**src/include/lbd_pkg.sv**
```systemverilog
// Purpose: Shared constants and types for the logic, bit-clear and branch decoder.
// Assumes: One core clock; four core clocks make one instruction cycle.
// Notes:   Opcode fields are matched on the upper bits of the 16-bit instruction word.
`default_nettype none

package lbd_pkg;

	// ------------------------------------------------------------
	// Widths
	// ------------------------------------------------------------
	localparam int PC_W    = 21;
	localparam int DATA_W  = 8;
	localparam int FADDR_W = 12;
	localparam int FLAG_W  = 5;

	// ------------------------------------------------------------
	// Opcodes and instruction fields
	// ------------------------------------------------------------
	localparam logic [7:0] OPC_AND_IMM   = 8'h0b;  // Bits 15:8.
	localparam logic [5:0] OPC_AND_FILE  = 6'h05;  // Bits 15:10.
	localparam logic [5:0] OPC_ADD_CARRY = 6'h08;  // Bits 15:10.
	localparam logic [3:0] OPC_BIT_CLR   = 4'h9;   // Bits 15:12.
	localparam logic [7:0] OPC_BR_CS     = 8'he2;  // Bits 15:8.
	localparam logic [7:0] OPC_BR_NS     = 8'he6;
	localparam logic [7:0] OPC_BR_CC     = 8'he3;
	localparam int         DEST_BIT      = 9;
	localparam int         BANK_ACC_BIT  = 8;
	localparam int         BIT_SEL_LSB   = 9;
	localparam logic [15:0] INSTR_NOP    = 16'h0000;

	// ------------------------------------------------------------
	// Fixed window bank and reset values
	// ------------------------------------------------------------
	localparam int         WINDOW_SPLIT_BIT = 7;
	localparam logic [3:0] WINDOW_LO_BANK   = 4'h0;
	localparam logic [3:0] WINDOW_HI_BANK   = 4'hf;
	localparam logic [PC_W-1:0]   PC_RST    = 21'h00000;
	localparam logic [PC_W-1:0]   PC_STEP   = 21'h00002;
	localparam logic [DATA_W-1:0] ACCUM_RST = 8'h00;
	localparam logic [FLAG_W-1:0] FLAG_RST  = 5'h00;

	// ------------------------------------------------------------
	// Status flag positions
	// ------------------------------------------------------------
	localparam int FLG_C  = 0;
	localparam int FLG_DC = 1;
	localparam int FLG_Z  = 2;
	localparam int FLG_OV = 3;
	localparam int FLG_N  = 4;

	// ------------------------------------------------------------
	// Phases and arithmetic operations
	// ------------------------------------------------------------
	typedef enum logic [3:0] {
		PH_Q1 = 4'b0001,
		PH_Q2 = 4'b0010,
		PH_Q3 = 4'b0100,
		PH_Q4 = 4'b1000
	} lbd_phase_type;

	typedef enum logic [2:0] {
		ALU_PASS = 3'b001,
		ALU_AND  = 3'b010,
		ALU_ADC  = 3'b100
	} lbd_alu_op_type;

endpackage

`default_nettype wire

```
**src/include/lbd_alu_if.sv**
```systemverilog
// Purpose: Carrier between the decoder core and its arithmetic unit.
// Assumes: Purely combinational exchange inside one clock domain.
// Notes:   The core drives operands; the unit answers in the same cycle.
`default_nettype none

interface lbd_alu_if;
	import lbd_pkg::*;
	logic [7:0]     opA;
	logic [7:0]     opB;
	logic           carryIn;
	lbd_alu_op_type op;
	logic [7:0]     result;
	logic           carryOut;
	logic           digitCarry;
	logic           overflow;

	modport core (output opA, opB, carryIn, op, input result, carryOut, digitCarry, overflow);
	modport alu  (input opA, opB, carryIn, op, output result, carryOut, digitCarry, overflow);
endinterface

`default_nettype wire

```
**src/rtl/lbd_alu.sv**
```systemverilog
// Purpose: Eight-bit AND and add-with-carry unit for the decoder core.
// Assumes: Operands are stable for the whole phase in which they are used.
// Notes:   Flags other than carry, digit carry and overflow are formed by the core.
`default_nettype none

module lbd_alu
	import lbd_pkg::*;
(
	// Operands and answer.
	lbd_alu_if.alu bus
);

	// ------------------------------------------------------------
	// Sums
	// ------------------------------------------------------------
	// Nibble and byte sums are kept one bit wider to expose the carries.
	logic [4:0] lowSum;
	logic [8:0] fullSum;

	assign lowSum  = {1'b0, bus.opA[3:0]} + {1'b0, bus.opB[3:0]} + {4'h0, bus.carryIn};
	assign fullSum = {1'b0, bus.opA} + {1'b0, bus.opB} + {8'h00, bus.carryIn};

	// Result selection; an unknown operation passes the second operand.
	always_comb begin
		bus.result     = bus.opB;
		bus.carryOut   = 1'b0;
		bus.digitCarry = 1'b0;
		bus.overflow   = 1'b0;
		case (bus.op)
			ALU_AND: begin
				bus.result = bus.opA & bus.opB;
			end
			ALU_ADC: begin
				bus.result     = fullSum[7:0];
				bus.carryOut   = fullSum[8];
				bus.digitCarry = lowSum[4];
				bus.overflow   = (bus.opA[7] == bus.opB[7]) && (fullSum[7] != bus.opA[7]);
			end
			default: begin
				bus.result = bus.opB;
			end
		endcase
	end

endmodule // lbd_alu

`default_nettype wire

```
**src/rtl/lbd_core.sv**
```systemverilog
// Purpose: Decode and execute AND, add-with-carry, bit clear and three conditional branches.
// Assumes: instrData holds the prefetched word at the edge that closes phase Q1.
// Notes:   One instruction cycle is four core clocks, phases Q1 to Q4.
// Contract
// - AND immediate: accumulator gets AND, flags N,Z
// - AND file: AND with file, flags N,Z
// - Destination bit: 0 accumulator, 1 file register
// - Bank bit: 0 fixed window, 1 bank pointer
// - Bit clear: one file bit, flags untouched
// - Taken branch: counter plus twice signed offset
// - Branch: one cycle, two when taken
// - Carry-set branch only when carry is one
// - Negative-set branch only when negative is one
// - Carry-clear branch only when carry is zero
// - Add with carry: all five flags, routed result
`default_nettype none

module lbd_core
	import lbd_pkg::*;
(
	// Clock and reset.
	input  wire logic                core_clk,
	input  wire logic                rst_n,
	// Instruction fetch.
	input  wire logic [15:0]         instrData,
	output logic      [PC_W-1:0]     pc_r,
	output logic                     fetchStrobe_r,
	output logic                     flushCycle_r,
	// File register array.
	input  wire logic [3:0]          bankPointer,
	input  wire logic [DATA_W-1:0]   fileRdData,
	output logic      [FADDR_W-1:0]  fileAddr_r,
	output logic      [DATA_W-1:0]   fileWrData_r,
	output logic                     fileWe_r,
	// Core state.
	output logic      [DATA_W-1:0]   accum_r,
	output logic      [FLAG_W-1:0]   statusFlags_r
);

	// ------------------------------------------------------------
	// Helpers
	// ------------------------------------------------------------
	// Full file address from the bank-access bit, the pointer and the low byte.
	function automatic logic [FADDR_W-1:0] fileAddress(input logic [15:0] word,
			input logic [3:0] bank);
		logic [3:0] winBank;
		winBank = word[WINDOW_SPLIT_BIT] ? WINDOW_HI_BANK : WINDOW_LO_BANK;
		fileAddress = {(word[BANK_ACC_BIT] ? bank : winBank), word[7:0]};
	endfunction

	// One-hot mask for the bit-select field.
	function automatic logic [DATA_W-1:0] bitMask(input logic [15:0] word);
		bitMask = 8'h01 << word[BIT_SEL_LSB +: 3];
	endfunction

	// ------------------------------------------------------------
	// State
	// ------------------------------------------------------------
	lbd_phase_type     phase_r;
	lbd_phase_type     phase_nxt;
	logic [15:0]       instr_r;
	logic [DATA_W-1:0] operand_r;
	lbd_alu_if         aluBus ();

	// ------------------------------------------------------------
	// Decode
	// ------------------------------------------------------------
	logic isAndImm, isAndFile, isAddCarry, isBitClr;
	logic isBrCs, isBrNs, isBrCc, brTaken;
	logic destFile, writeFile, writeAccum;
	logic [DATA_W-1:0] resultNxt;
	logic [FLAG_W-1:0] flagsNxt;
	logic [PC_W-1:0]   branchOffset;
	logic [PC_W-1:0]   pcNxt;

	// Opcodes match on their fixed upper bits; the low byte is always the operand.
	assign isAndImm   = instr_r[15:8] == OPC_AND_IMM;
	assign isAndFile  = instr_r[15:10] == OPC_AND_FILE;
	assign isAddCarry = instr_r[15:10] == OPC_ADD_CARRY;
	assign isBitClr   = instr_r[15:12] == OPC_BIT_CLR;
	assign isBrCs     = instr_r[15:8] == OPC_BR_CS;
	assign isBrNs     = instr_r[15:8] == OPC_BR_NS;
	assign isBrCc     = instr_r[15:8] == OPC_BR_CC;

	// Branch conditions on the flags as they stand when the branch executes.
	assign brTaken = (isBrCs && statusFlags_r[FLG_C])
		|| (isBrNs && statusFlags_r[FLG_N])
		|| (isBrCc && !statusFlags_r[FLG_C]);

	// Destination routing for the byte operations.
	assign destFile   = instr_r[DEST_BIT];
	assign writeFile  = ((isAndFile || isAddCarry) && destFile) || isBitClr;
	assign writeAccum = isAndImm || ((isAndFile || isAddCarry) && !destFile);

	// ------------------------------------------------------------
	// Arithmetic unit hookup
	// ------------------------------------------------------------
	assign aluBus.opA     = accum_r;
	assign aluBus.opB     = isAndImm ? instr_r[7:0] : operand_r;
	assign aluBus.carryIn = statusFlags_r[FLG_C];
	assign aluBus.op      = (isAndImm || isAndFile) ? ALU_AND :
		(isAddCarry ? ALU_ADC : ALU_PASS);

	// The unit is purely combinational, so its answer is ready within the same phase.
	lbd_alu uAlu (
		.bus (aluBus.alu)
	);

	// Bit clear touches one bit; everything else comes from the unit.
	assign resultNxt = isBitClr ? (operand_r & ~bitMask(instr_r)) : aluBus.result;

	// Flag update: AND sets N and Z only, add sets all five, others keep them.
	always_comb begin
		flagsNxt = statusFlags_r;
		if (isAndImm || isAndFile || isAddCarry) begin
			flagsNxt[FLG_N] = resultNxt[7];
			flagsNxt[FLG_Z] = resultNxt == 8'h00;
		end
		if (isAddCarry) begin
			flagsNxt[FLG_C]  = aluBus.carryOut;
			flagsNxt[FLG_DC] = aluBus.digitCarry;
			flagsNxt[FLG_OV] = aluBus.overflow;
		end
	end

	// The counter already points past the branch, so the target is pc + 2n.
	assign branchOffset = {{(PC_W - 9){instr_r[7]}}, instr_r[7:0], 1'b0};
	assign pcNxt        = brTaken ? (pc_r + branchOffset) : (pc_r + PC_STEP);

	// ------------------------------------------------------------
	// Phase ring
	// ------------------------------------------------------------
	// One-hot ring; an illegal code falls back to Q1 rather than locking the core up.
	always_comb begin
		case (phase_r)
			PH_Q1:   phase_nxt = PH_Q2;
			PH_Q2:   phase_nxt = PH_Q3;
			PH_Q3:   phase_nxt = PH_Q4;
			PH_Q4:   phase_nxt = PH_Q1;
			default: phase_nxt = PH_Q1;
		endcase
	end

	always_ff @(posedge core_clk or negedge rst_n) begin
		if (!rst_n) begin
			phase_r <= PH_Q1;
		end else begin
			phase_r <= phase_nxt;
		end
	end

	// ------------------------------------------------------------
	// Q1 decode and Q2 operand read
	// ------------------------------------------------------------
	// A discarded prefetch is replaced by a no-operation word before decode, so neither
	// its opcode nor its file address can reach the array or the flags.
	logic [15:0] execWord;

	assign execWord = flushCycle_r ? INSTR_NOP : instrData;

	// The address is formed at the end of Q1 so that the read data settle through Q2.
	always_ff @(posedge core_clk or negedge rst_n) begin
		if (!rst_n) begin
			instr_r    <= INSTR_NOP;
			fileAddr_r <= '0;
			operand_r  <= '0;
		end else if (phase_r == PH_Q1) begin
			instr_r    <= execWord;
			fileAddr_r <= fileAddress(execWord, bankPointer);
		end else if (phase_r == PH_Q2) begin
			operand_r  <= fileRdData;
		end
	end

	// ------------------------------------------------------------
	// Q3 processing into the file write port
	// ------------------------------------------------------------
	// The strobe stands for the whole Q4 phase so the array can latch at any edge in it.
	always_ff @(posedge core_clk or negedge rst_n) begin
		if (!rst_n) begin
			fileWe_r     <= 1'b0;
			fileWrData_r <= '0;
		end else if (phase_r == PH_Q3) begin
			fileWe_r     <= writeFile;
			fileWrData_r <= resultNxt;
		end else begin
			fileWe_r     <= 1'b0;
		end
	end

	// ------------------------------------------------------------
	// Q4 write-back and program counter
	// ------------------------------------------------------------
	// Reset starts in a discard cycle because no prefetched word exists yet.
	always_ff @(posedge core_clk or negedge rst_n) begin
		if (!rst_n) begin
			accum_r       <= ACCUM_RST;
			statusFlags_r <= FLAG_RST;
			pc_r          <= PC_RST;
			flushCycle_r  <= 1'b1;
			fetchStrobe_r <= 1'b1;
		end else if (phase_r == PH_Q4) begin
			if (writeAccum) begin
				accum_r <= resultNxt;
			end
			statusFlags_r <= flagsNxt;
			pc_r          <= pcNxt;
			flushCycle_r  <= brTaken;
			fetchStrobe_r <= 1'b1;
		end else begin
			fetchStrobe_r <= 1'b0;
		end
	end
endmodule // lbd_core

`default_nettype wire

```
**config.mk**
```make
export PLATFORM = sky130hd
export DESIGN_NAME = lbd_core
export DESIGN_NICKNAME = d
export VERILOG_FILES = /design/src/include/lbd_pkg.sv /design/src/include/lbd_alu_if.sv /design/src/rtl/lbd_alu.sv /design/src/rtl/lbd_core.sv
export SDC_FILE = /design/constraint.sdc
export NUM_CORES = 1
export LEC_CHECK = 0
export BUFFER_PORTS_ARGS = -buffer_cell sky130_fd_sc_hd__buf_2
export CAP_MARGIN = 0
export CORE_MARGIN = 3
export CORE_UTILIZATION = 60
export CTS_BUF_LIST = sky130_fd_sc_hd__clkbuf_8 sky130_fd_sc_hd__clkbuf_16
export DETAILED_ROUTE_END_ITERATION = 16
export PLACE_DENSITY = 0.81
export SLEW_MARGIN = 25
export SYNTH_ARGS = -nofsm -noshare
export SYNTH_HDL_FRONTEND = slang
export SYNTH_SLANG_ARGS = --single-unit
```
**constraint.sdc**
```tcl
create_clock -name core_clk -period 5.8 [get_ports core_clk]
set_input_delay 1.16 -clock core_clk [delete_from_list [all_inputs] [get_ports core_clk]]
set_output_delay 1.16 -clock core_clk [all_outputs]
set_load 0.02 [all_outputs]
```
# Word-level counts from Yosys, hierarchy flattened
# Cells that the tools add are included.
# totals
register_bits	85
latch_bits	0
mem_bits_rw	0
rom_bits	0
in_bits	30
out_inout_bits	57
wordCells	73
n_memories	0
# classes
n_addsub	6
n_mul	0
div	0
order_cmp	0
eq_ne	15
n_shift	1
mux	15
n_bitwise	4
reduce_logical	20
# ops
cell	count
$eq 8x8->1 const B	3
$add 21x2->21 const B	1
$add 21x21->21	1
$mux 21	1
$and 8x8->8	2
$mux 16	1
$mux 8	2
$pmux 8 s2	1
$pmux 4 s3	1
$add 8x8->9	1
$add 9x1->9	1
$eq 4x4->1 const B	2
$eq 8x4->1 const B	1
$logic_not 8->1	1
$mux 4	2
$not 8->8	1
$reduce_and 2->1	4
$shl 1x3->8 const A	1
$logic_or 1x1->1	7
$eq 6x3->1 const B	1
$eq 6x4->1 const B	1
$logic_and 1x1->1	6
$mux 3	2
$add 4x4->5	1
11 further kinds	16

# Logic depth before layout (Yosys ltp)
# depth
word_depth	7
mapped_depth	16
mapped_depth_nobuf	14

# Modules after synthesis
# Synthesis repeated with hierarchy kept, for this count alone.
# unflattened
hier_cells	548
area_unflattened_um2	4954.8
# by_module_without_submodules
mod	instances	cells_each	area_per_inst_um2	seq_area_each_um2
lbd_core	1	472	4411.7	1905.6
lbd_alu	1	76	543.0	0.0

# Worst setup path before layout
# OpenSTA, ideal clock, no wires.
# synth_path
path_kind	reg-to-reg
from	reg instr_r[13]
to	reg statusFlags_r[2]
setup_time_ns	0.092
arrival_ns	3.602
required_ns	5.708
path_slack_ns	2.106
path_stages_with_launch	16
path_buffers	1
period_less_slack_ns	3.694
cell_sequence	dfrtp_1 -> or3_1 -> or3_1 -> buf_2 -> mux2_2 -> inv_1 -> fa_1 -> inv_1 -> fa_1 -> a21o_1 -> a21oi_1 -> o21ai_0 -> xor2_1 -> a221oi_1 -> nand2_1 -> o31ai_2
# synth_via
elab_chain_cells	7
word_cells_on_any_way	18
cone_classes	add/sub (2); eq/ne (6); mux (5); bitwise (1); reduce/logical (4)
# synth_lines
item	line_no	source
start, declared	lbd_core.sv:61	logic [15:0] instr_r;
start signal, assigned	lbd_core.sv:168	instr_r <= execWord;
$eq 8x4->1 (tied with other cells)	lbd_core.sv:77	assign isAndImm = instr_r[15:8] == OPC_AND_IMM;
$mux 8 (tied with other cells)	lbd_core.sv:99	assign aluBus.opB = isAndImm ? instr_r[7:0] : operand_r;
$add 8x8->9 / $mux 3 (equally long branches)	lbd_alu.sv:21, lbd_core.sv:101	
$add 9x1->9 (tied with other cells)	lbd_alu.sv:21	assign fullSum = {1'b0, bus.opA} + {1'b0, bus.opB} + {8'h00, bus.carryIn};
$pmux 8 s2	lbd_alu.sv:29	case (bus.op)
$mux 8	lbd_core.sv:110	assign resultNxt = isBitClr ? (operand_r & ~bitMask(instr_r)) : aluBus.result;
$logic_not 8->1	lbd_core.sv:117	flagsNxt[FLG_Z] = resultNxt == 8'h00;
end signal, assigned	lbd_core.sv:206	statusFlags_r <= flagsNxt;
end, declared	lbd_core.sv:37	output logic [FLAG_W-1:0] statusFlags_r
# Several ways; a longest one is shown, not always the timed one.
# A chain may end at the register's enable or synchronous reset.

# Worst setup path in the final report
# Ends and elaborated chain as after synthesis.

==> impl_metrics.toml <==
[outcome]
outcome = "finished, final reports clean"

[pwr]
power-per-cell-area_nw_per_um2 = 239
peakVddDrop_uv = 144
leakage_power_total_nw = 2.57

[yosys]
netlist_area_um2 = 4610
ys_ff_latch = 76
most_used_flip_flop_cell_after_synthesis = "sky130_fd_sc_hd__dfrtp_1"
ys_async_sr_fraction_pct = 100
synthesis.yosys.warnings = 0
post_synth.cell_area_avg_um2 = 9.27
synth.lib_cells_used.distinct = 64
synth.net_count = 557
yosysSeqAreaShare_pct = 41.3
synthesized_instance_count = 497
synth_enable_flop_cells = 0

[timing]
worst_clock_skew_ns = 0.0142
slew_viol_final = 0
setup_repair_after_global_routing_missed_its_margin = "false"
whs_ns = 0.478
clock.fmax_ghz = 0.243
fin_crit_sh_pct = 71.0
final-setup-viol-count = 0
tightest_slew_ns = 0.769
setup-tns-final_ns = 0
timing.slew.headroom_pct = 48.5
final.min_clock_period_ns = 4.12
finalHoldViolations = 0

[detailed_routing]
drc = 0
detailedRoute.firstIterationViolations = 235
routed_wl_um = 11200
detailedRoute.firstPassIterationCount = 7
route.detailed.wl_per_inst_um = 16.7
dr_total_vias = 3952
antenna_viol_nets_final = 0
detail_route.vias_per_cell = 5.88

[clock_tree]
clock_tree.buffer_depth = 2
numCtsBuffers = 9
postCtsSetupRepairBufs = 0
cts_max_level = 3
clkLatencyLatePin_ns = 0.36
clk_root_buffer_cell = "sky130_fd_sc_hd__clkbuf_8"
clock_tree_from_tritoncts = "yes"
clk_transition_reported_paths_ns = 0.09
cts.hold.buffers_added = 0
cts.sink_count = 76
post_cts_resized = 0

[worst_hold_path]
hold_path.startpoint = "fileWrData_r[5]$_DFFE_PN0P_"
hold_path_end = "fileWrData_r[5]$_DFFE_PN0P_"
timing.hold.worst.class = "reg -> reg"
timing.hold.worst_path_depth = 2

[floorplanning]
die_width_um = 93.7
floorplan.initialDensity_pct = 62.5
chipHeight_um = 93.7
num_rows = 31
placeableCoreArea_um2 = 7370
top_level_ports = 87
die_area_um2 = 8770

[finish]
post_route_cells_drive_above_1_share_pct = 23.4
final_cell_area_um2 = 5260
final_common_cell = "sky130_fd_sc_hd__buf_2"
design.final.nets = 628
flow.area_growth_from_synthesis_pct = 14.1
n_antenna_cell = 0
layout_common_cells = "84 x sky130_fd_sc_hd__buf_2, 78 x sky130_fd_sc_hd__nand2_1, 73 x sky130_fd_sc_hd__dfrtp_1, 62 x sky130_fd_sc_hd__o21ai_0, 27 x sky130_fd_sc_hd__ha_1"
final_cell_count_no_fill = 672

[global_route]
first_global_vias = 3848
gr-usage-all-layers_pct = 27.4
grt_start_max_net_pins = 77
grt_first_pass_wirelength_um = 18900
initial_antenna_violation_count = 0
global_route.overflow_total = 0

[worst_setup_path]
crit_type = "reg -> reg"
crit-reg2reg-launch = "instr_r[13]$_DFFE_PN0P_"
critical_path_at_ns = 4.39
reg2reg_to = "statusFlags_r[2]$_DFFE_PN0P_"
critical_path_required_ns = 6.07
crit_path_start_kind = "flop"
critPathMaxFanout = 9
reg2reg_path_depth = 14
worst-r2r-setup-slack_ns = 1.68
critical_path.endpoint_type = "flop"

[placement]
buffer_ports.inserted = 85
placed_instances = 656
hpwlAfterDp_um = 8310
gp_congestion = 0.939
post_dp_cell_area_um2 = 5040

[flow_run]
maxCapViolCount = 0
## cells by family after synthesis
family | count (synthesis) | synth area share [%]
simple gates | 162 | 17.2
compound gates | 146 | 19.9
flops | 76 | 41.3
buf+inv | 42 | 4.29
fa+ha+maj | 30 | 8.63
xor+xnor | 22 | 4.18
mux | 18 | 4.37
other cells | 1 | 0.0814
## registers in the layout, indices dropped and copies added, names as in the netlist
register,cells
instr_r,8
pc_r,20
fileWrData_r,8
phase_r,4
fetchStrobe_r,1
statusFlags_r,5
accum_r,8
fileWe_r,1
operand_r,8
fileAddr_r,12
flushCycle_r,1
## cell type report
cell class,count,area (µm²)
Multi-Input combinational cell,379,2510
Fill cell,550,2110
Sequential cell,76,1910
Timing Repair Buffer,88,454
Clock buffer,10,138
Tap cell,99,124
Clock inverter,6,71.3
Inverter,14,52.6
## worst max-delay path: stages, from the launching register on
cell                       delay (ns)
sky130_fd_sc_hd__dfrtp_1         0.44
sky130_fd_sc_hd__or3_1           0.47
sky130_fd_sc_hd__or3_1           0.56
sky130_fd_sc_hd__mux2_2          0.36
sky130_fd_sc_hd__inv_1           0.07
sky130_fd_sc_hd__fa_1            0.19
sky130_fd_sc_hd__inv_1           0.06
sky130_fd_sc_hd__fa_1            0.40
sky130_fd_sc_hd__a21o_1          0.17
sky130_fd_sc_hd__a21oi_1         0.26
sky130_fd_sc_hd__o21ai_0         0.20
sky130_fd_sc_hd__xor2_1          0.17
sky130_fd_sc_hd__a221oi_1        0.40
sky130_fd_sc_hd__nand2_1         0.11
sky130_fd_sc_hd__o31ai_2         0.18
## synthesized netlist by cell type, types with 2 or more instances
cell	number	area share [%]
sky130_fd_sc_hd__nor2_1	16	1.3
sky130_fd_sc_hd__nand3_1	6	0.65
sky130_fd_sc_hd__ha_1	27	7.3
sky130_fd_sc_hd__o22a_1	2	0.38
sky130_fd_sc_hd__nand2b_1	19	2.6
sky130_fd_sc_hd__inv_1	13	1.1
sky130_fd_sc_hd__xor2_1	13	2.5
sky130_fd_sc_hd__clkbuf_1	15	1.2
sky130_fd_sc_hd__a21o_1	10	1.6
sky130_fd_sc_hd__nor3_1	9	0.98
sky130_fd_sc_hd__and2_1	9	1.2
sky130_fd_sc_hd__a211oi_1	3	0.49
sky130_fd_sc_hd__a211o_1	2	0.38
sky130_fd_sc_hd__buf_2	2	0.22
sky130_fd_sc_hd__o31a_1	2	0.38
sky130_fd_sc_hd__xnor2_1	9	1.7
sky130_fd_sc_hd__dfstp_2	3	1.7
sky130_fd_sc_hd__dfrtp_1	73	40
sky130_fd_sc_hd__a2111oi_0	2	0.38
sky130_fd_sc_hd__or2_2	2	0.27
sky130_fd_sc_hd__o21a_1	2	0.33
sky130_fd_sc_hd__mux2_2	17	4.2
sky130_fd_sc_hd__buf_4	10	1.6
sky130_fd_sc_hd__a221oi_1	4	0.76
sky130_fd_sc_hd__nor2b_1	2	0.27
sky130_fd_sc_hd__o22ai_1	3	0.41
sky130_fd_sc_hd__o21ai_0	62	6.7
sky130_fd_sc_hd__a21oi_1	24	2.6
sky130_fd_sc_hd__o31ai_1	6	0.98
sky130_fd_sc_hd__or3_1	4	0.54
sky130_fd_sc_hd__o211ai_1	4	0.65
sky130_fd_sc_hd__a31oi_1	4	0.54
sky130_fd_sc_hd__nand2_1	78	6.4
sky130_fd_sc_hd__a222oi_1	2	0.43
sky130_fd_sc_hd__fa_1	3	1.3
sky130_fd_sc_hd__and3_1	2	0.27
sky130_fd_sc_hd__nand3b_1	6	0.98
## worst max path at each step
| stage | startpoint | endpoint |
|---|---|---|
| after floorplan | instr_r[13]$_DFFE_PN0P_ | statusFlags_r[2]$_DFFE_PN0P_ |
| after global placement | instr_r[13]$_DFFE_PN0P_ | statusFlags_r[2]$_DFFE_PN0P_ |
| after detailed placement | instr_r[13]$_DFFE_PN0P_ | statusFlags_r[2]$_DFFE_PN0P_ |
| after CTS | instr_r[13]$_DFFE_PN0P_ | statusFlags_r[2]$_DFFE_PN0P_ |
| after global routing | instr_r[10]$_DFFE_PN0P_ | pc_r[20]$_DFFE_PN0P_ |
| final | instr_r[13]$_DFFE_PN0P_ | statusFlags_r[2]$_DFFE_PN0P_ |
## through the flow
stage	utilization [%]	total power (W)	setup slack, ns
floorplan	-	0.000759	2.11
global placement	68.5	0.000830	1.88
detailed placement	68.5	0.000837	1.71
CTS	71.3	0.00127	1.70
global route	71.3	0.00132	1.32
finish	71.3	0.00126	1.68
## report_power, final
part           internal [W]  switching, W
registers          0.000565     0.0000371
clock network      0.000214      0.000213
logic             0.0000881      0.000139
total              0.000867      0.000389
## metal layers
layer	vias up	wire length [µm]	track usage (%)	part of all wire [%]
li1	1914	-	-	-
met1	1847	4900	38.1	44
met2	162	5240	42.3	47
met3	29	699	4.33	6.2
met4	0	363	12.5	3.2
met5	-	0	0	0
Note: power is estimated with default switching activity, not from simulation.
